**config.mk**
```make
export PLATFORM = sky130hd
export DESIGN_NAME = cbs_sequencer
export DESIGN_NICKNAME = d
export VERILOG_FILES = /design/src/design/cbs_pkg.sv /design/src/design/cbs_tick_if.sv /design/src/design/cbs_phase_gen.sv /design/src/design/cbs_sequencer.sv
export VERILOG_INCLUDE_DIRS = /design/src /design/src/design
export SDC_FILE = /design/constraint.sdc
export NUM_CORES = 1
export LEC_CHECK = 0
export BUFFER_PORTS_ARGS = -buffer_cell sky130_fd_sc_hd__buf_2
export CAP_MARGIN = 25
export CORE_MARGIN = 5
export CORE_UTILIZATION = 58
export DETAILED_ROUTE_END_ITERATION = 8
export PLACE_DENSITY = 0.95
export SLEW_MARGIN = 20
export SYNTH_ARGS = -nofsm -noshare
export SYNTH_HDL_FRONTEND = slang
export SYNTH_SLANG_ARGS = --single-unit
export TNS_END_PERCENT = 100
```
**constraint.sdc**
```tcl
create_clock -name clk_sys -period 3.1 [get_ports clk_sys]
set_input_delay 0.155 -clock clk_sys [delete_from_list [all_inputs] [get_ports clk_sys]]
set_output_delay 0.155 -clock clk_sys [all_outputs]
set_load 0.02 [all_outputs]
```
**src/design/cbs_consts.svh**
```systemverilog
// Constants of the bus cycle sequencer: offsets, masks, reset values and timing counts.
// Assumes it is included by bare name from the sequencer's design files.
`ifndef CBS_CONSTS_SVH
`define CBS_CONSTS_SVH

// ****************************************************************
// Timing
// ****************************************************************
`define CBS_CLK_PERIOD_NS 10
// One bus state lasts two periods of the double-rate clock.
`define CBS_CLKS_PER_STATE 2

// ****************************************************************
// Address, data and lane layout
// ****************************************************************
`define CBS_ADDR_LSB 2
`define CBS_HALF_W 16
`define CBS_LOW_LANES 4'h3
`define CBS_HIGH_LANES 4'hc
`define CBS_NO_LANES_N 4'hf

// ****************************************************************
// Reset values
// ****************************************************************
`define CBS_RST_STROBE_N 1'b1
`define CBS_RST_OE_N 1'b1
`define CBS_RST_HOLD_ACK 1'b0

`endif

```
**src/design/cbs_pkg.sv**
```systemverilog
// Types shared by the bus cycle sequencer files.
// Assumes the constants header sits beside this package.
`include "cbs_consts.svh"

package cbs_pkg;

    // Bus states; the last two exist only on the way into pipelined timing.
    typedef enum logic [2:0] {
        bus_idle_state,
        addr_state,
        data_state,
        hold_ack_state,
        pipe_wait_no_addr_state,
        pipe_wait_addr_state
    } cbs_state_t;

    // Cycle definition bits, carried unchanged to the pins.
    typedef logic [2:0] cbs_def_t;

    // Whole state of the sequencer, registered as one word.
    typedef struct packed {
        cbs_state_t st;
        logic [29:0] addr;
        logic [3:0] be_n;
        cbs_def_t def;
        logic wr;
        logic [31:0] wdata;
        logic nwr;
        logic [31:0] nwdata;
        logic second;
        logic na_seen;
        logic [31:0] rdata;
        logic ads_n;
        logic oe_n;
        logic [31:0] dout;
        logic hlda;
        logic taken;
        logic done;
    } cbs_seq_t;

endpackage : cbs_pkg

```
**src/design/cbs_tick_if.sv**
```systemverilog
// Carrier of the phase timing from the phase generator to the sequencer.
// Assumes both ends run on clk_sys.
`timescale 1ns/1ps

interface cbs_tick_if;
    logic phase_two;
    logic state_end;

    modport gen (output phase_two, output state_end);
    modport use_side (input phase_two, input state_end);
endinterface : cbs_tick_if

```
**src/design/cbs_phase_gen.sv**
```systemverilog
// Phase generator: splits each bus state into phase one and phase two.
// Assumes clk_sys is the double-rate clock and nrst is asynchronous, active low.
`timescale 1ns/1ps
`include "cbs_consts.svh"

module cbs_phase_gen #(
    parameter int CLKS_PER_STATE = `CBS_CLKS_PER_STATE
) (
    input wire logic clk_sys,
    input wire logic nrst,
    cbs_tick_if.gen tick
);
    localparam int CW = (CLKS_PER_STATE > 1) ? $clog2(CLKS_PER_STATE) : 1;
    localparam logic [CW-1:0] LAST = CW'(CLKS_PER_STATE - 1);
    localparam logic [CW-1:0] HALF = CW'(CLKS_PER_STATE / 2);

    typedef struct packed {
        logic [CW-1:0] cnt;
    } cbs_ph_t;

    cbs_ph_t s;
    cbs_ph_t next_s;

    // The counter wraps at the end of each bus state.
    always_comb begin
        next_s = s;
        next_s.cnt = (s.cnt == LAST) ? '0 : CW'(s.cnt + 1'b1);
    end

    always_ff @(posedge clk_sys or negedge nrst) begin
        if (!nrst) begin
            s <= '0;
        end else begin
            s <= next_s;
        end
    end

    // Phase two is the second half of the state; its last clock closes the state.
    assign tick.phase_two = (s.cnt >= HALF);
    assign tick.state_end = (s.cnt == LAST);
endmodule : cbs_phase_gen

```
**src/design/cbs_sequencer.sv**
```systemverilog
// Bus cycle sequencer for the processor's local bus, non-pipelined and pipelined address timing.
// Assumes the core presents one request at a time that stays inside one aligned dword,
// and that external logic drives ready_n, next_addr_request_n and narrow_bus_select_n
// synchronously to clk_sys.
// Assumes hold_req is a level that stays up until hold_ack answers it, and that
// narrow_bus_select_n stays asserted through the second half of a split transfer.
`timescale 1ns/1ps
`include "cbs_consts.svh"

module cbs_sequencer (
    input wire logic clk_sys,
    input wire logic nrst,
    input wire logic req_valid,
    input wire logic req_write,
    input wire cbs_pkg::cbs_def_t req_def,
    input wire logic [31:0] req_addr,
    input wire logic [1:0] req_size,
    input wire logic [31:0] req_wdata,
    output logic req_taken,
    output logic done,
    output logic [31:0] rd_data,
    input wire logic ready_n,
    input wire logic next_addr_request_n,
    input wire logic narrow_bus_select_n,
    input wire logic hold_req,
    input wire logic [31:0] data_in,
    output logic [31:2] addr,
    output logic [3:0] lane_enable_n,
    output cbs_pkg::cbs_def_t cyc_def,
    output logic addr_valid_strobe_n,
    output logic [31:0] data_out,
    output logic data_oe_n,
    output logic hold_ack
);
    import cbs_pkg::*;

    // ****************************************************************
    // Phase timing
    // ****************************************************************

    // The two phase flags travel together; every decision below waits on one of them.
    // Only the phase generator writes them.
    cbs_tick_if tick ();

    // Each bus state is two clocks: phase one, then phase two.
    cbs_phase_gen #(
        .CLKS_PER_STATE(`CBS_CLKS_PER_STATE)
    ) u_phase (
        .clk_sys(clk_sys),
        .nrst(nrst),
        .tick(tick)
    );

    // ****************************************************************
    // Helpers
    // ****************************************************************

    // Lanes touched by an operand of req_size+1 bytes at the given byte offset.
    // Bytes past lane three are dropped; the core must not cross a dword.
    // A request that did would only lose its upper lanes on the pins; nothing hangs on it,
    // so no hardware was spent on checking it.
    function automatic logic [3:0] cbs_lanes(input logic [1:0] ofs, input logic [1:0] size);
        logic [6:0] ones;
        logic [6:0] shifted;
        ones = 7'h0f >> (2'd3 - size);
        shifted = ones << ofs;
        return shifted[3:0];
    endfunction : cbs_lanes

    // Present and next state words; only the register below writes s.
    cbs_seq_t s;
    cbs_seq_t next_s;

    // Decodes shared by the next-state logic.
    logic ack;
    logic drive;
    logic split;
    logic uses_low; // Operand has a lane in the low data half.
    logic uses_high; // Operand has a lane in the high data half.
    logic [3:0] req_lanes_n;

    // Acknowledge is only looked at on the last clock of a state.
    assign ack = tick.state_end && !ready_n;
    assign req_lanes_n = ~cbs_lanes(req_addr[1:0], req_size);

    // Write data is driven only while a write cycle owns the bus.
    assign drive = s.wr && (s.st != bus_idle_state) && (s.st != hold_ack_state);

    // An operand wholly inside one half moves in a single cycle even on a narrow bus,
    // latched or driven whole.
    assign uses_low = ((~s.be_n & `CBS_LOW_LANES) != 4'h0);
    assign uses_high = ((~s.be_n & `CBS_HIGH_LANES) != 4'h0);

    // An extra 16-bit cycle is needed when the sample taken with the acknowledge says
    // narrow and the operand uses both halves; narrow beats next-address here.
    assign split = (s.st == data_state) && !narrow_bus_select_n && !s.second
        && uses_low && uses_high;

    // ****************************************************************
    // Next state
    // ****************************************************************

    // Everything moves on the last clock of a bus state; the first clock of a state
    // only samples next-address and refreshes the data pins. A plain cycle runs:
    //   idle, state end with a request: strobe low, address, lanes, definition out;
    //   address state, first clock: old write data held, new data driven at its end;
    //   address state end: strobe back high, data state entered;
    //   data state, first clock: next-address sampled;
    //   data state end with acknowledge: read data latched, done pulse, next state.
    // Without acknowledge or a sampled next-address the data state repeats and the address pins stay put.
    // Pipelined waits are entered from a data state; the address wait also from the wait without an address.
    // Trade-off: a request that arrives in a first clock waits one clock for the
    // state end, but every output stays a plain register field and all decode
    // sits in this process and the decode assigns above it.
    always_comb begin
        next_s = s;
        next_s.taken = 1'b0;
        next_s.done = 1'b0;

        if (!tick.phase_two) begin
            // Next-address is sampled at the end of phase one of a data state; it only
            // counts while narrow-bus select is negated in the same window.
            if (s.st == data_state && !next_addr_request_n && narrow_bus_select_n) begin
                next_s.na_seen = 1'b1;
            end
            // Data pins change only at the end of phase one, so old write data stays
            // through phase one of the next state and new data starts in phase two.
            next_s.oe_n = !drive;
            if (drive) begin
                // Second 16-bit write carries the upper half on the low half.
                next_s.dout = s.second ? {s.wdata[31:16], s.wdata[31:16]} : s.wdata;
            end
        end else if (tick.state_end) begin
            // The strobe covers exactly one state.
            next_s.ads_n = 1'b1;
            unique case (s.st)
                addr_state: begin
                    // Address state always leads to a data state.
                    next_s.st = data_state;
                    next_s.na_seen = 1'b0;
                end

                data_state, pipe_wait_no_addr_state, pipe_wait_addr_state: begin
                    if (ack) begin
                        // Read data are latched on the accepted acknowledge.
                        if (!s.wr) begin
                            if (s.second) begin
                                next_s.rdata[31:16] = data_in[15:0];
                            end else begin
                                next_s.rdata = data_in;
                            end
                        end
                        if (split) begin
                            // Same address, lanes zero and one negated, same path.
                            next_s.st = addr_state;
                            next_s.be_n = s.be_n | `CBS_LOW_LANES;
                            next_s.second = 1'b1;
                            next_s.ads_n = 1'b0;
                        end else begin
                            next_s.done = 1'b1;
                            next_s.second = 1'b0;
                            if (s.st == pipe_wait_addr_state) begin
                                // Next address is already on the pins; its first state
                                // opens without a fresh strobe.
                                next_s.st = addr_state;
                                next_s.wr = s.nwr;
                                next_s.wdata = s.nwdata;
                            end else if (hold_req) begin
                                // Hold wins over a pending request.
                                next_s.st = hold_ack_state;
                                next_s.hlda = 1'b1;
                            end else if (req_valid) begin
                                next_s.st = addr_state;
                                next_s.addr = req_addr[31:`CBS_ADDR_LSB];
                                next_s.be_n = req_lanes_n;
                                next_s.def = req_def;
                                next_s.wr = req_write;
                                next_s.wdata = req_wdata;
                                next_s.ads_n = 1'b0;
                                next_s.taken = 1'b1;
                            end else begin
                                next_s.st = bus_idle_state;
                            end
                        end
                    end else if (s.st == data_state && !s.na_seen) begin
                        // Wait state: everything on the address pins stays put.
                        next_s.st = data_state;
                    end else if (s.st != pipe_wait_addr_state && req_valid) begin
                        // Pipelined wait with the next address presented early.
                        next_s.st = pipe_wait_addr_state;
                        next_s.addr = req_addr[31:`CBS_ADDR_LSB];
                        next_s.be_n = req_lanes_n;
                        next_s.def = req_def;
                        next_s.nwr = req_write;
                        next_s.nwdata = req_wdata;
                        next_s.ads_n = 1'b0;
                        next_s.taken = 1'b1;
                    end else if (s.st == data_state) begin
                        // Pipelined wait with nothing to present yet.
                        next_s.st = pipe_wait_no_addr_state;
                    end
                end

                bus_idle_state, hold_ack_state: begin
                    // Hold is granted only at a state end between cycles.
                    if (hold_req) begin
                        next_s.st = hold_ack_state;
                        next_s.hlda = 1'b1;
                    end else if (req_valid) begin
                        // A cycle out of idle or hold is never pipelined.
                        next_s.st = addr_state;
                        next_s.hlda = 1'b0;
                        next_s.addr = req_addr[31:`CBS_ADDR_LSB];
                        next_s.be_n = req_lanes_n;
                        next_s.def = req_def;
                        next_s.wr = req_write;
                        next_s.wdata = req_wdata;
                        next_s.second = 1'b0;
                        next_s.ads_n = 1'b0;
                        next_s.taken = 1'b1;
                    end else begin
                        next_s.st = bus_idle_state;
                        next_s.hlda = 1'b0;
                    end
                end
            endcase
        end
    end

    // ****************************************************************
    // State register
    // ****************************************************************

    // One register word holds every piece of state; reset parks the bus idle and released.
    // Only constants appear in the reset branch, so the release edge cannot load
    // a half-settled pin into the state word; the phase counter restarts with it,
    // so the first clock after release is always a first clock of a state.
    always_ff @(posedge clk_sys or negedge nrst) begin
        if (!nrst) begin
            s <= '0;
            s.st <= bus_idle_state;
            s.be_n <= `CBS_NO_LANES_N;
            s.ads_n <= `CBS_RST_STROBE_N;
            s.oe_n <= `CBS_RST_OE_N;
            s.hlda <= `CBS_RST_HOLD_ACK;
        end else begin
            s <= next_s;
        end
    end

    // ****************************************************************
    // Outputs
    // ****************************************************************

    // Every output is a field of the state register, so none glitches.
    // Nothing is combined after the register, which keeps strobe and hold clean.

    // Core side: the two pulses and the read data word.
    assign req_taken = s.taken;
    assign done = s.done;
    assign rd_data = s.rdata;

    // Address side: held from one strobe to the next.
    assign addr = s.addr;
    assign lane_enable_n = s.be_n;
    assign cyc_def = s.def;
    assign addr_valid_strobe_n = s.ads_n;

    // Data side: the enable is low while write data are on the pins.
    assign data_out = s.dout;
    assign data_oe_n = s.oe_n;

    // Hold side: high for as long as the bus is handed over.
    assign hold_ack = s.hlda;
endmodule : cbs_sequencer

```
==> results.json, run 1 <==
{
  "remaining_drc_errors": 0,
  "max_cap_violations": 0,
  "power.density_cell_area_nw_per_um2": 1020,
  "timing.critical_path.from_type": "flip-flop",
  "post-synth-top-area-fraction_pct": 50.8,
  "ant_nets": 0,
  "placement_rows": 44,
  "crit_path_max_incr_delay_ns": 0.63,
  "synth_sequential_area_ratio_pct": 52.7,
  "grt_first_pass_wirelength_mm": 31.2,
  "dpl.cell_count": 953,
  "cts_tree": "yes",
  "flow.area_growth_from_synthesis_pct": 22.2,
  "antenna_found_initial": 0,
  "slowest_stage": "sky130_fd_sc_hd__dfrtp_1",
  "highest_attainable_clock_frequency_mhz": 404,
  "first_iter_violations": 370,
  "layout-drive-gt1-share_pct": 41.3,
  "global_route_met2_usage_pct": 40.9,
  "boundaryPins": 215,
  "r2r-end": "s[106]$_DFFE_PN0P_",
  "ys.warnings.count": 0,
  "cts_root_buffer": "sky130_fd_sc_hd__clkbuf_16",
  "layout.cells.non_filler": 1066,
  "crit_arrival_ns": 2.81,
  "crit_end": "s[106]$_DFFE_PN0P_",
  "share_of_flip_flops_with_an_asynchronous_set_or_reset_after_synthesis_pct": 100,
  "setup_viol_count_final": 0,
  "clkSinkCount": 178,
  "edff_count_synth": 0,
  "io_buffer_count": 214,
  "cp_bufs_invs": 1,
  "routed-via-count": 5836,
  "min-delay-path-class": "primary input to flip-flop",
  "gr-usage-all-layers_pct": 23.2,
  "chipHeight_um": 131,
  "setup-tns-final_ns": 0,
  "clk_latency_ns": 0.42,
  "place.detailed.hpwl_mm": 12.7,
  "cts_max_level": 4,
  "cts_resized": 0,
  "data_required_time_at_the_worst_endpoint_ns": 3.43,
  "fp.coreArea_um2": 14400,
  "reg2reg_depth": 5,
  "worst_clock_skew_ns": 0.00932,
  "clkSlewWorstSetupHoldPaths_ns": 0.06,
  "slew_viol_final": 0,
  "critical_register_to_register_path_startpoint": "s[174]$_DFFE_PN0P_",
  "die_area_um2": 17100,
  "netlist_instances": 684,
  "ys_seq_elements": 178,
  "critical_path.cell_chain": "nor2b_1 -> nand2_1 -> a21boi_4 -> buf_4 -> a2bb2oi_1",
  "synth-main-ff-cell": "sky130_fd_sc_hd__dfrtp_1",
  "postRouteWirelength_mm": 19.7,
  "vdd.ir_drop.worst_uv": 623,
  "holdWs_ns": 0.0128,
  "crit_path_max_fanout": 33,
  "synthMostInstantiatedCell": "sky130_fd_sc_hd__dfrtp_1",
  "syn_avg_cell_area_um2": 12.4,
  "ctsLongestPathBuffers": 2,
  "grt_overflow_total": 0,
  "run_status": "finished, final reports clean",
  "cts_inserted_buffers": 17,
  "synth_area_um2": 8470,
  "routed_length_per_instance_um": 18.5,
  "maximum_number_of_pins_on_one_net_before_global_route_repair": 78,
  "relSlewSlack_pct": 45.2,
  "synth_fp_nets": 793,
  "cpLargestDelayFamily": "simple AND/OR/NAND/NOR gates",
  "post_drt_via_cell_ratio": 5.47,
  "fin_crit_sh_pct": 79.9,
  "worstSetupStartpoint": "s[174]$_DFFE_PN0P_",
  "detail_route.first_pass.iterations": 5,
  "netlist_top_cells_count": "172 x sky130_fd_sc_hd__dfrtp_1, 105 x sky130_fd_sc_hd__buf_4, 64 x sky130_fd_sc_hd__mux2_2",
  "die-width_um": 131,
  "report.power.total_mw": 10.5,
  "worstMarginPinSlew_ns": 0.823,
  "grt_pass1_vias": 6014,
  "finalCriticalPeriod_ns": 2.48,
  "crit_type": "flip-flop to flip-flop",
  "grt_use_met3_pct": 4.39,
  "reg2reg_setup_slack_ns": 0.62,
  "yosys.cell_types.count": 49,
  "path_depth": 5,
  "diodes_inserted": 0,
  "crit_path_end_kind": "flip-flop",
  "synth_top_cell_by_area": "sky130_fd_sc_hd__dfrtp_1",
  "power_leakage_nw": 4.77,
  "gpl.final_weighted_congestion": 0.949,
  "globalRoute.busiestLayer": "met2",
  "initial_utilization_pct": 58.7,
  "final-hold-violation-count": 0,
  "use_met1_pct": 29.0,
  "grt_setup_unrepaired": "no",
  "post_synth_main_area_contributors": "sky130_fd_sc_hd__dfrtp_1 51%, sky130_fd_sc_hd__buf_4 9.3%, sky130_fd_sc_hd__mux2_2 8.5%",
  "final_nets": 978
}
## cell families after synthesis
group	Yosys count	synth area share, %
and+or+nand+nor	82	4.59
xor gates and xnor gates	1	0.103
muxes	132	17.1
DFF	178	52.7
AOI/OAI and AO/OA	143	13.9
buffers and inverters	148	11.7
## state kept, by name, indices dropped and copies added (netlist names)
signal and count:
data_oe_n 1, addr 30, req_taken 1, cyc_def 3, done 1, rd_data 32
hold_ack 1, u_phase.tick.state_end 1, data_out 32, addr_valid_strobe_n 1, lane_enable_n 4, s 71
## worst register-to-register path: stages (launching register included)
cell	delay (ns)
sky130_fd_sc_hd__dfrtp_1	0.63
sky130_fd_sc_hd__nor2b_1	0.36
sky130_fd_sc_hd__nand2_1	0.41
sky130_fd_sc_hd__a21boi_4	0.26
sky130_fd_sc_hd__buf_4	0.49
sky130_fd_sc_hd__a2bb2oi_1	0.24
## metrics by stage
step / area [µm²] / setup slack [ns] / utilization, %
after floorplan: 8470 / 1.01 / -
after global placement: 8930 / 0.722 / 61.9
after detailed placement: 8930 / 0.654 / 61.9
after CTS: 10300 / 0.642 / 71.5
after global routing: 10300 / 0.433 / 71.7
final: 10300 / 0.622 / 71.7
## layer usage
layer / vias up / part of all wire (%) / routed length, µm
met5: - / 0 / 0
met4: 0 / 1.3 / 247
met3: 21 / 6.1 / 1190
met2: 218 / 52 / 10300
met1: 2879 / 41 / 7970
li1: 2718 / - / -
## power by group
part,total [mW],switching (mW),internal (mW),leakage [nW]
Combinational,4.15,2.32,1.84,2.37
Sequential,4.20,0.726,3.47,2.12
Clock,2.15,0.859,1.30,0.279
## worst min path at each step
stage,startpoint,depth (start not counted),end,slack [ns]
2_1_floorplan,nrst,0,addr[10]$_DFFE_PN0P_,-0.14
3_3_place_gp,nrst,1,s[128]$_DFFE_PN0P_,0.20
3_5_place_dp,nrst,1,s[127]$_DFFE_PN0P_,0.21
4_1_cts,req_wdata[28],2,s[99]$_DFFE_PN0P_,0.002
5_1_grt,req_wdata[28],2,s[99]$_DFFE_PN0P_,0.003
6_report,req_wdata[28],2,s[99]$_DFFE_PN0P_,0.01
## layout by cell type (no fill, tap or decap), drive strengths merged, types with 11 or more instances in the layout
master	count
nor2	11
dlygate4sd3	80
o22ai	34
nand2	42
buf	227
clkbuf	24
a2bb2oi	33
mux2i	33
o21ai	46
dfrtp	172
mux2	99
## what timing repair did
item | 4_1_cts | 5_1_grt
endpoints found under the hold margin | 149 | 0
hold buffers | 80 | 0
buffers inserted | 0 | 0
## layout make-up
cell class	instances	area [µm²]
Sequential cell	178	4460
Fill cell	972	4080
Multi-Input combinational cell	358	3030
Timing Repair Buffer	307	2010
Clock buffer	24	462
Tap cell	184	230
Clock inverter	8	128
Inverter	7	26.3
No activity file was read; power rests on OpenSTA's default activity.
==> run 2: changes to the inputs <==
--- a/config.mk
+++ b/config.mk
@@ -6,12 +6,13 @@
 export SDC_FILE = /design/constraint.sdc
 export NUM_CORES = 1
 export LEC_CHECK = 0
+export ABC_AREA = 1
 export BUFFER_PORTS_ARGS = -buffer_cell sky130_fd_sc_hd__buf_2
 export CAP_MARGIN = 25
 export CORE_MARGIN = 5
-export CORE_UTILIZATION = 58
+export CORE_UTILIZATION = 54
 export DETAILED_ROUTE_END_ITERATION = 8
-export PLACE_DENSITY = 0.95
+export PLACE_DENSITY = 0.93
 export SLEW_MARGIN = 20
 export SYNTH_ARGS = -nofsm -noshare
 export SYNTH_HDL_FRONTEND = slang
==> constraint.sdc (replaced) <==
create_clock -name clk_sys -period 2.4 [get_ports clk_sys]
set_input_delay 0.12 -clock clk_sys [delete_from_list [all_inputs] [get_ports clk_sys]]
set_output_delay 0.12 -clock clk_sys [all_outputs]
set_load 0.02 [all_outputs]
==> run 2 against run 1 <==
Effect of this change: global-route usage up 2.5 points; die area up 7.6%; wire length up 20%; cell count up 37%; sequential share of layout area down 1.1 points; register-to-register slack worse by 0.56 ns; clock power up 24%; clock-buffer cell count down 7; worst setup slack worse by 0.56 ns; largest cell class unchanged; largest power group is now combinational logic.
==> results.json, run 2 <==
{
  "run_status": "finished, final reports clean",
  "power_report.internal_total_mw": 7.78,
  "finalCriticalPeriod_ns": 2.33,
  "relSlewSlack_pct": 58.1,
  "grt_first_pass_wirelength_mm": 37.5,
  "worstMarginPinSlew_ns": 0.629,
  "die_area_um2": 18400,
  "power.share.combinational_pct": 42.8,
  "routed_length_per_instance_um": 16.2,
  "netlist_top_cells_count": "388 x sky130_fd_sc_hd__nand2_1, 172 x sky130_fd_sc_hd__dfrtp_1, 106 x sky130_fd_sc_hd__buf_4",
  "setup_viol_count_final": 0,
  "clk_latency_ns": 0.43,
  "cp_bufs_invs": 4,
  "synth_top_cell_by_area": "sky130_fd_sc_hd__dfrtp_1",
  "first_iter_violations": 855,
  "detail_route.first_pass.iterations": 8,
  "cts_setup_buffers": 0,
  "registers.top_by_ff_count": "s",
  "ctsLongestPathBuffers": 2,
  "share_of_flip_flops_with_an_asynchronous_set_or_reset_after_synthesis_pct": 100,
  "num-fill-cells": 1135,
  "mostFrequentLayoutCell": "sky130_fd_sc_hd__nand2_1",
  "power.density_cell_area_nw_per_um2": 1310,
  "clkSlewWorstSetupHoldPaths_ns": 0.07,
  "placement_rows": 46,
  "slowest_stage": "sky130_fd_sc_hd__dlygate4sd3_1",
  "chipHeight_um": 136,
  "path_depth": 6,
  "reg2reg_setup_slack_ns": 0.07,
  "highest_attainable_clock_frequency_mhz": 428,
  "timing.critical_path.from_type": "flip-flop",
  "maximum_number_of_pins_on_one_net_before_global_route_repair": 69,
  "flow.area_growth_from_synthesis_pct": 24.3,
  "synth_area_um2": 8530,
  "gpl.final_weighted_congestion": 0.925,
  "grt_overflow_total": 0,
  "gr-usage-all-layers_pct": 25.6,
  "r2r-end": "rd_data[26]$_DFFE_PN0P_",
  "ys_seq_elements": 178,
  "critPathMostFrequentCell": "sky130_fd_sc_hd__buf_4",
  "antenna_found_initial": 0,
  "final_cell_mix": "387 x sky130_fd_sc_hd__nand2_1, 213 x sky130_fd_sc_hd__buf_2, 172 x sky130_fd_sc_hd__dfrtp_1",
  "netlist_instances": 1035,
  "clkSinkCount": 178,
  "grt_setup_unrepaired": "no",
  "crit_path_end_kind": "flip-flop",
  "postRouteWirelength_mm": 23.6,
  "edff_count_synth": 0,
  "cts_max_level": 4,
  "critical_register_to_register_path_startpoint": "s[70]$_DFFE_PN0P_",
  "layout-drive-gt1-share_pct": 23.4,
  "cts_inserted_buffers": 17,
  "post-synth-top-area-fraction_pct": 50.4,
  "share_clk_of_total_power_pct": 19.2,
  "data_required_time_at_the_worst_endpoint_ns": 2.76,
  "yosys.cell_types.count": 30,
  "worstSetupStartpoint": "s[70]$_DFFE_PN0P_",
  "syn_avg_cell_area_um2": 8.24,
  "ys.warnings.count": 0,
  "die-width_um": 136,
  "reg2reg_depth": 6,
  "report.power.total_mw": 13.9,
  "power_leakage_nw": 5.62,
  "fin_crit_sh_pct": 97.3,
  "switching_share_pct": 44.0,
  "final_area_um2": 10600,
  "synth-main-ff-cell": "sky130_fd_sc_hd__dfrtp_1",
  "routed-via-count": 7760,
  "crit_end": "rd_data[26]$_DFFE_PN0P_",
  "post_drt_via_cell_ratio": 5.30,
  "remaining_drc_errors": 0,
  "ant_nets": 0,
  "holdWs_ns": 0.0180,
  "cts_tree": "yes",
  "crit_path_max_fanout": 43,
  "max_cap_violations": 0,
  "synth_fp_nets": 1144,
  "io_buffer_count": 214,
  "setup-tns-final_ns": 0,
  "cpLargestDelayFamily": "buffers and inverters",
  "fp.coreArea_um2": 15700,
  "slew_viol_final": 0,
  "p_sw_mw": 6.10,
  "synth_sequential_area_ratio_pct": 52.3,
  "boundaryPins": 215,
  "largest_reg_flops": 71,
  "critical_path.cell_chain": "buf_4 -> inv_1 -> buf_4 -> nand2_1 -> a31oi_1 -> dlygate4sd3_1",
  "min-delay-path-class": "primary input to flip-flop",
  "crit_path_max_incr_delay_ns": 0.59,
  "synthMostInstantiatedCell": "sky130_fd_sc_hd__nand2_1",
  "placed_area_um2": 9040,
  "crit_arrival_ns": 2.69,
  "sequentialPowerShare_pct": 38.0,
  "final_nets": 1341,
  "crit_type": "flip-flop to flip-flop",
  "place.detailed.hpwl_mm": 14.7,
  "initial_utilization_pct": 54.3,
  "grt_pass1_vias": 7739,
  "post_synth_main_area_contributors": "sky130_fd_sc_hd__dfrtp_1 50%, sky130_fd_sc_hd__nand2_1 17%, sky130_fd_sc_hd__buf_4 9.3%",
  "worst_clock_skew_ns": 0.0150,
  "cts_root_buffer": "sky130_fd_sc_hd__clkbuf_16",
  "vdd.ir_drop.worst_uv": 833,
  "final-hold-violation-count": 0
}
==> run 2: changes by cell type in the layout (fill, tap and decap cells not counted), moves of 22 or more <==
| cell | delta |
|---|---|
| sky130_fd_sc_hd__a2bb2oi_2 | -30 |
| sky130_fd_sc_hd__inv_1 | +46 |
| sky130_fd_sc_hd__mux2_1 | -35 |
| sky130_fd_sc_hd__mux2_2 | -64 |
| sky130_fd_sc_hd__mux2i_1 | -33 |
| sky130_fd_sc_hd__nand2_1 | +345 |
| sky130_fd_sc_hd__nand3_1 | +42 |
| sky130_fd_sc_hd__nor2_1 | +36 |
| sky130_fd_sc_hd__o21ai_0 | +42 |
| sky130_fd_sc_hd__o21ai_1 | +22 |
| sky130_fd_sc_hd__o22ai_1 | -34 |
==> run 2: power groups by stage <==
stage	combinational (mW)	clock, mW	sequential [mW]
2_1_floorplan	5.01	0	5.05
3_3_place_gp	5.28	0	5.19
3_5_place_dp	5.52	0	5.25
4_1_cts	5.81	2.69	5.23
5_1_grt	6.56	2.83	5.42
6_report	5.94	2.66	5.28
==> run 2: layer usage <==
layer  up-vias  GRT usage [%]  routed length (µm)  share of wire [%]
li1       3586              -                   -                  -
met1      3630           31.1                9000                 38
met2       432           42.0               11500                 49
met3       112           6.87                1830                7.7
met4         0           13.8                1300                5.5
met5         -              0                   0                  0
==> run 2: cell type report <==
class | count | area (µm²) | area share [%]
multi-input cells | 646 | 2850 | 26.9
well taps | 216 | 270 | 2.55
inverters | 64 | 243 | 2.29
diodes | 2 | 5.00 | 0.0472
flip-flops and latches | 178 | 4460 | 42.1
repair buffers | 325 | 2220 | 20.9
clock inverters | 15 | 134 | 1.26
clock buffers | 17 | 425 | 4.01
==> run 2: through the flow <==
| stage | setup WS [ns] | util, % | cells |
|---|---|---|---|
| after floorplan | 0.835 | - | 1035 |
| after global placement | 0.455 | 57.5 | 1330 |
| after detailed placement | 0.303 | 57.5 | 1330 |
| after CTS | 0.0639 | 67.4 | 1461 |
| after global routing | 0.00248 | 67.5 | 1461 |
| final | 0.0657 | 67.5 | 1463 |
==> run 2: cell families (layout without fill, tap and decap cells) <==
| family | count (synthesis) | after routing | synth area share, % |
|---|---|---|---|
| and+or+nand+nor | 501 | 501 | 23.8 |
| buffers and inverters | 211 | 421 | 14.5 |
| DFF | 178 | 178 | 52.3 |
| AOI/OAI and AO/OA | 145 | 145 | 9.40 |
| other | 0 | 2 | 0 |
==> run 2: worst min path at each step <==
stage / start / end / cells past startpoint
6_report: req_wdata[8] / s[79]$_DFFE_PN0P_ / 3
5_1_grt: req_wdata[7] / s[78]$_DFFE_PN0P_ / 3
3_3_place_gp: nrst / s[97]$_DFFE_PN0P_ / 1
3_5_place_dp: nrst / s[97]$_DFFE_PN0P_ / 1
2_1_floorplan: nrst / addr[10]$_DFFE_PN0P_ / 0
4_1_cts: req_wdata[8] / s[79]$_DFFE_PN0P_ / 3
==> run 2: worst register-to-register path, delay by kind of cell, from the launching register on <==
| family | cells | cell delay (ns) |
|---|---|---|
| flops | 1 | 0.38 |
| compound gates | 1 | 0.19 |
| simple gates | 1 | 0.15 |
| buf+inv | 4 | 1.55 |
==> run 2: what timing repair did <==
item	4_1_cts	5_1_grt
hold buffers	99	0
endpoints found under the hold margin	157	0
resized for setup	0	4
endpoints found under the setup margin	0	8
==> run 3: changes to the inputs <==
--- a/config.mk
+++ b/config.mk
@@ -7,14 +7,15 @@
 export NUM_CORES = 1
 export LEC_CHECK = 0
 export ABC_AREA = 1
-export BUFFER_PORTS_ARGS = -buffer_cell sky130_fd_sc_hd__buf_2
 export CAP_MARGIN = 25
 export CORE_MARGIN = 5
-export CORE_UTILIZATION = 54
+export CORE_UTILIZATION = 62
 export DETAILED_ROUTE_END_ITERATION = 8
-export PLACE_DENSITY = 0.93
+export DONT_BUFFER_PORTS = 1
+export PLACE_DENSITY = 0.9
 export SLEW_MARGIN = 20
 export SYNTH_ARGS = -nofsm -noshare
 export SYNTH_HDL_FRONTEND = slang
+export SYNTH_HIERARCHICAL = 1
 export SYNTH_SLANG_ARGS = --single-unit
 export TNS_END_PERCENT = 100
==> run 3 against run 2 <==
Effect of this change: the run now ends with hold timing left; critical path depth is 3 higher; die area grew 5.3%; non-clock buffer count is 204 lower; global-route usage increased by 3.2 points; via count rose by 22%; cell count grew 15%; hold slack got worse by 0.63 ns; core utilization rose by 1.2 points; worst setup slack better by 0.26 ns; synthesized cell count rose by 44%; maximum frequency up 13%; sequential cell count did not move.
==> results.json, run 3 <==
{
  "gr-usage-all-layers_pct": 28.8,
  "vdd.ir_drop.worst_uv": 687,
  "critical_register_to_register_path_startpoint": "s[174]$_DFFE_PN0P_",
  "place.detailed.hpwl_mm": 17.0,
  "cts_root_buffer": "sky130_fd_sc_hd__clkbuf_16",
  "relSlewSlack_pct": 45.4,
  "antenna_found_initial": 0,
  "synthMostInstantiatedCell": "sky130_fd_sc_hd__nand2_1",
  "flow.area_growth_from_synthesis_pct": 9.28,
  "crit_path_max_fanout": 24,
  "ys_seq_elements": 178,
  "cts_setup_buffers": 0,
  "crit_path_max_incr_delay_ns": 0.49,
  "slowest_stage": "sky130_fd_sc_hd__nand2_1",
  "remaining_drc_errors": 0,
  "maximum_number_of_pins_on_one_net_before_global_route_repair": 179,
  "fin_crit_sh_pct": 86.4,
  "first_iter_violations": 1002,
  "synth_top_cell_by_area": "sky130_fd_sc_hd__dfrtp_1",
  "grt_overflow_total": 0,
  "min-delay-path-class": "primary input to async pin",
  "fp.coreArea_um2": 16500,
  "clkSinkCount": 178,
  "num-fill-cells": 1240,
  "placement_rows": 47,
  "die-width_um": 139,
  "setup-tns-final_ns": 0,
  "largest_reg_flops": 71,
  "reg2reg_setup_slack_ns": 0.33,
  "routed-via-count": 9443,
  "ys.warnings.count": 6,
  "crit_end": "rd_data[1]$_DFFE_PN0P_",
  "synth_sequential_area_ratio_pct": 43.1,
  "grt_first_pass_wirelength_mm": 46.6,
  "worst_clock_skew_ns": 0.0141,
  "ant_nets": 0,
  "cp_bufs_invs": 2,
  "timing.critical_path.from_type": "flip-flop",
  "max_cap_violations": 0,
  "final-hold-violation-count": 178,
  "path_depth": 9,
  "synth_area_um2": 10400,
  "post_drt_via_cell_ratio": 5.60,
  "r2r-end": "rd_data[1]$_DFFE_PN0P_",
  "initial_utilization_pct": 62.9,
  "clk_latency_ns": 0.43,
  "cts_max_level": 4,
  "cts_inserted_buffers": 17,
  "data_required_time_at_the_worst_endpoint_ns": 2.68,
  "layout-drive-gt1-share_pct": 5.59,
  "final_nets": 1562,
  "cpLargestDelayFamily": "simple AND/OR/NAND/NOR gates",
  "cts_resized": 0,
  "boundaryPins": 215,
  "edff_count_synth": 0,
  "power_leakage_nw": 5.82,
  "syn_avg_cell_area_um2": 6.95,
  "diodes_inserted": 0,
  "report.power.total_mw": 15.3,
  "mostFrequentLayoutCell": "sky130_fd_sc_hd__nand2_1",
  "run_status": "complete, but fails checks",
  "finalCriticalPeriod_ns": 2.07,
  "setup_viol_count_final": 0,
  "final-seq-area_um2": 4460,
  "crit_path_end_kind": "flip-flop",
  "io_buffer_count": 0,
  "routed_length_per_instance_um": 16.5,
  "netlist_top_cells_count": "752 x sky130_fd_sc_hd__nand2_1, 172 x sky130_fd_sc_hd__dfrtp_1, 110 x sky130_fd_sc_hd__buf_4",
  "post_synth_main_area_contributors": "sky130_fd_sc_hd__dfrtp_1 42%, sky130_fd_sc_hd__nand2_1 27%, sky130_fd_sc_hd__buf_4 8.0%",
  "grt_setup_unrepaired": "no",
  "post-synth-top-area-fraction_pct": 41.6,
  "chipHeight_um": 139,
  "worstMarginPinSlew_ns": 0.817,
  "grt_pass1_vias": 9160,
  "cts-hold-fix-buffers": 100,
  "registers.top_by_ff_count": "s",
  "crit_arrival_ns": 2.35,
  "failing_checks": "hold timing",
  "synth_fp_nets": 1599,
  "netlist_instances": 1490,
  "cts_tree": "yes",
  "die_area_um2": 19400,
  "critPathMostFrequentCell": "sky130_fd_sc_hd__nand2_1",
  "highest_attainable_clock_frequency_mhz": 482,
  "synth-main-ff-cell": "sky130_fd_sc_hd__dfrtp_1",
  "postRouteWirelength_mm": 27.9,
  "multiInputGateArea_um2": 4410,
  "final_cell_mix": "752 x sky130_fd_sc_hd__nand2_1, 171 x sky130_fd_sc_hd__dfrtp_1, 100 x sky130_fd_sc_hd__dlygate4sd3_1",
  "worstSetupStartpoint": "s[174]$_DFFE_PN0P_",
  "ctsLongestPathBuffers": 2,
  "detail_route.first_pass.iterations": 5,
  "share_of_flip_flops_with_an_asynchronous_set_or_reset_after_synthesis_pct": 100,
  "holdWs_ns": -0.609,
  "power.density_cell_area_nw_per_um2": 1350,
  "yosys.cell_types.count": 28,
  "reg2reg_depth": 9,
  "slew_viol_final": 0,
  "gpl.final_weighted_congestion": 0.893,
  "critical_path.cell_chain": "inv_1 -> nand2_1 -> nand2_1 -> nand2_1 -> nor2_1 -> buf_4 -> nand2_1 -> nand2_1 -> o21ai_1",
  "clkSlewWorstSetupHoldPaths_ns": 0.08,
  "crit_type": "flip-flop to flip-flop"
}
==> run 3: cell count changes after synthesis, moves of 13 or more <==
cell	delta
sky130_fd_sc_hd__a31oi_1	-16
sky130_fd_sc_hd__o21ai_1	+37
sky130_fd_sc_hd__nor2_1	-15
sky130_fd_sc_hd__nand2_1	+364
sky130_fd_sc_hd__inv_1	+41
sky130_fd_sc_hd__a21oi_1	+13
sky130_fd_sc_hd__nand3_1	-18
sky130_fd_sc_hd__o221ai_1	+18
==> run 3: worst min path at each step <==
stage	cells after the start	from	endpoint	slack, ns
final	0	nrst	addr[25]$_DFFE_PN0P_	-0.61
after global routing	0	nrst	addr[20]$_DFFE_PN0P_	-0.63
after CTS	0	nrst	addr[20]$_DFFE_PN0P_	-0.63
after detailed placement	0	nrst	addr[27]$_DFFE_PN0P_	-0.17
after global placement	0	nrst	s[76]$_DFFE_PN0P_	-0.16
after floorplan	0	nrst	addr[10]$_DFFE_PN0P_	-0.18
==> run 3: metal layers <==
metal	share of wire, %	track usage, %
met1	40	38.0
met2	48	46.0
met3	10	8.54
met4	2.9	9.47
met5	0	0
==> run 3: through the flow <==
stage                     area, µm²  utilization (%)  setup WS [ns]  std cells
final                         11300             68.7          0.325       1686
after global placement         9730             59.1          0.472       1554
after floorplan               10400                -          0.812       1490
after detailed placement       9730             59.1          0.364       1554
after global routing          11300             68.7         0.0941       1686
after CTS                     11300             68.7          0.349       1686
==> run 3: layout make-up <==
cell class / count / share of cell area, %
Tap cell: 220 / 2.43
Timing Repair Buffer: 121 / 10.6
Inverter: 103 / 3.42
Sequential cell: 178 / 39.4
Multi-Input combinational cell: 1032 / 39.0
Clock buffer: 17 / 3.76
Clock inverter: 15 / 1.38
==> run 3: power by group <==
group          internal, mW  switching [mW]
registers              4.39            1.93
logic                  2.09            4.16
clock network          1.40            1.34
==> run 3: kinds of logic after synthesis <==
family / share of synthesized area [%]
and+or+nand+nor: 31.1
muxes: 0.773
buffers and inverters: 14.5
DFF: 43.1
AOI/OAI and AO/OA: 10.6
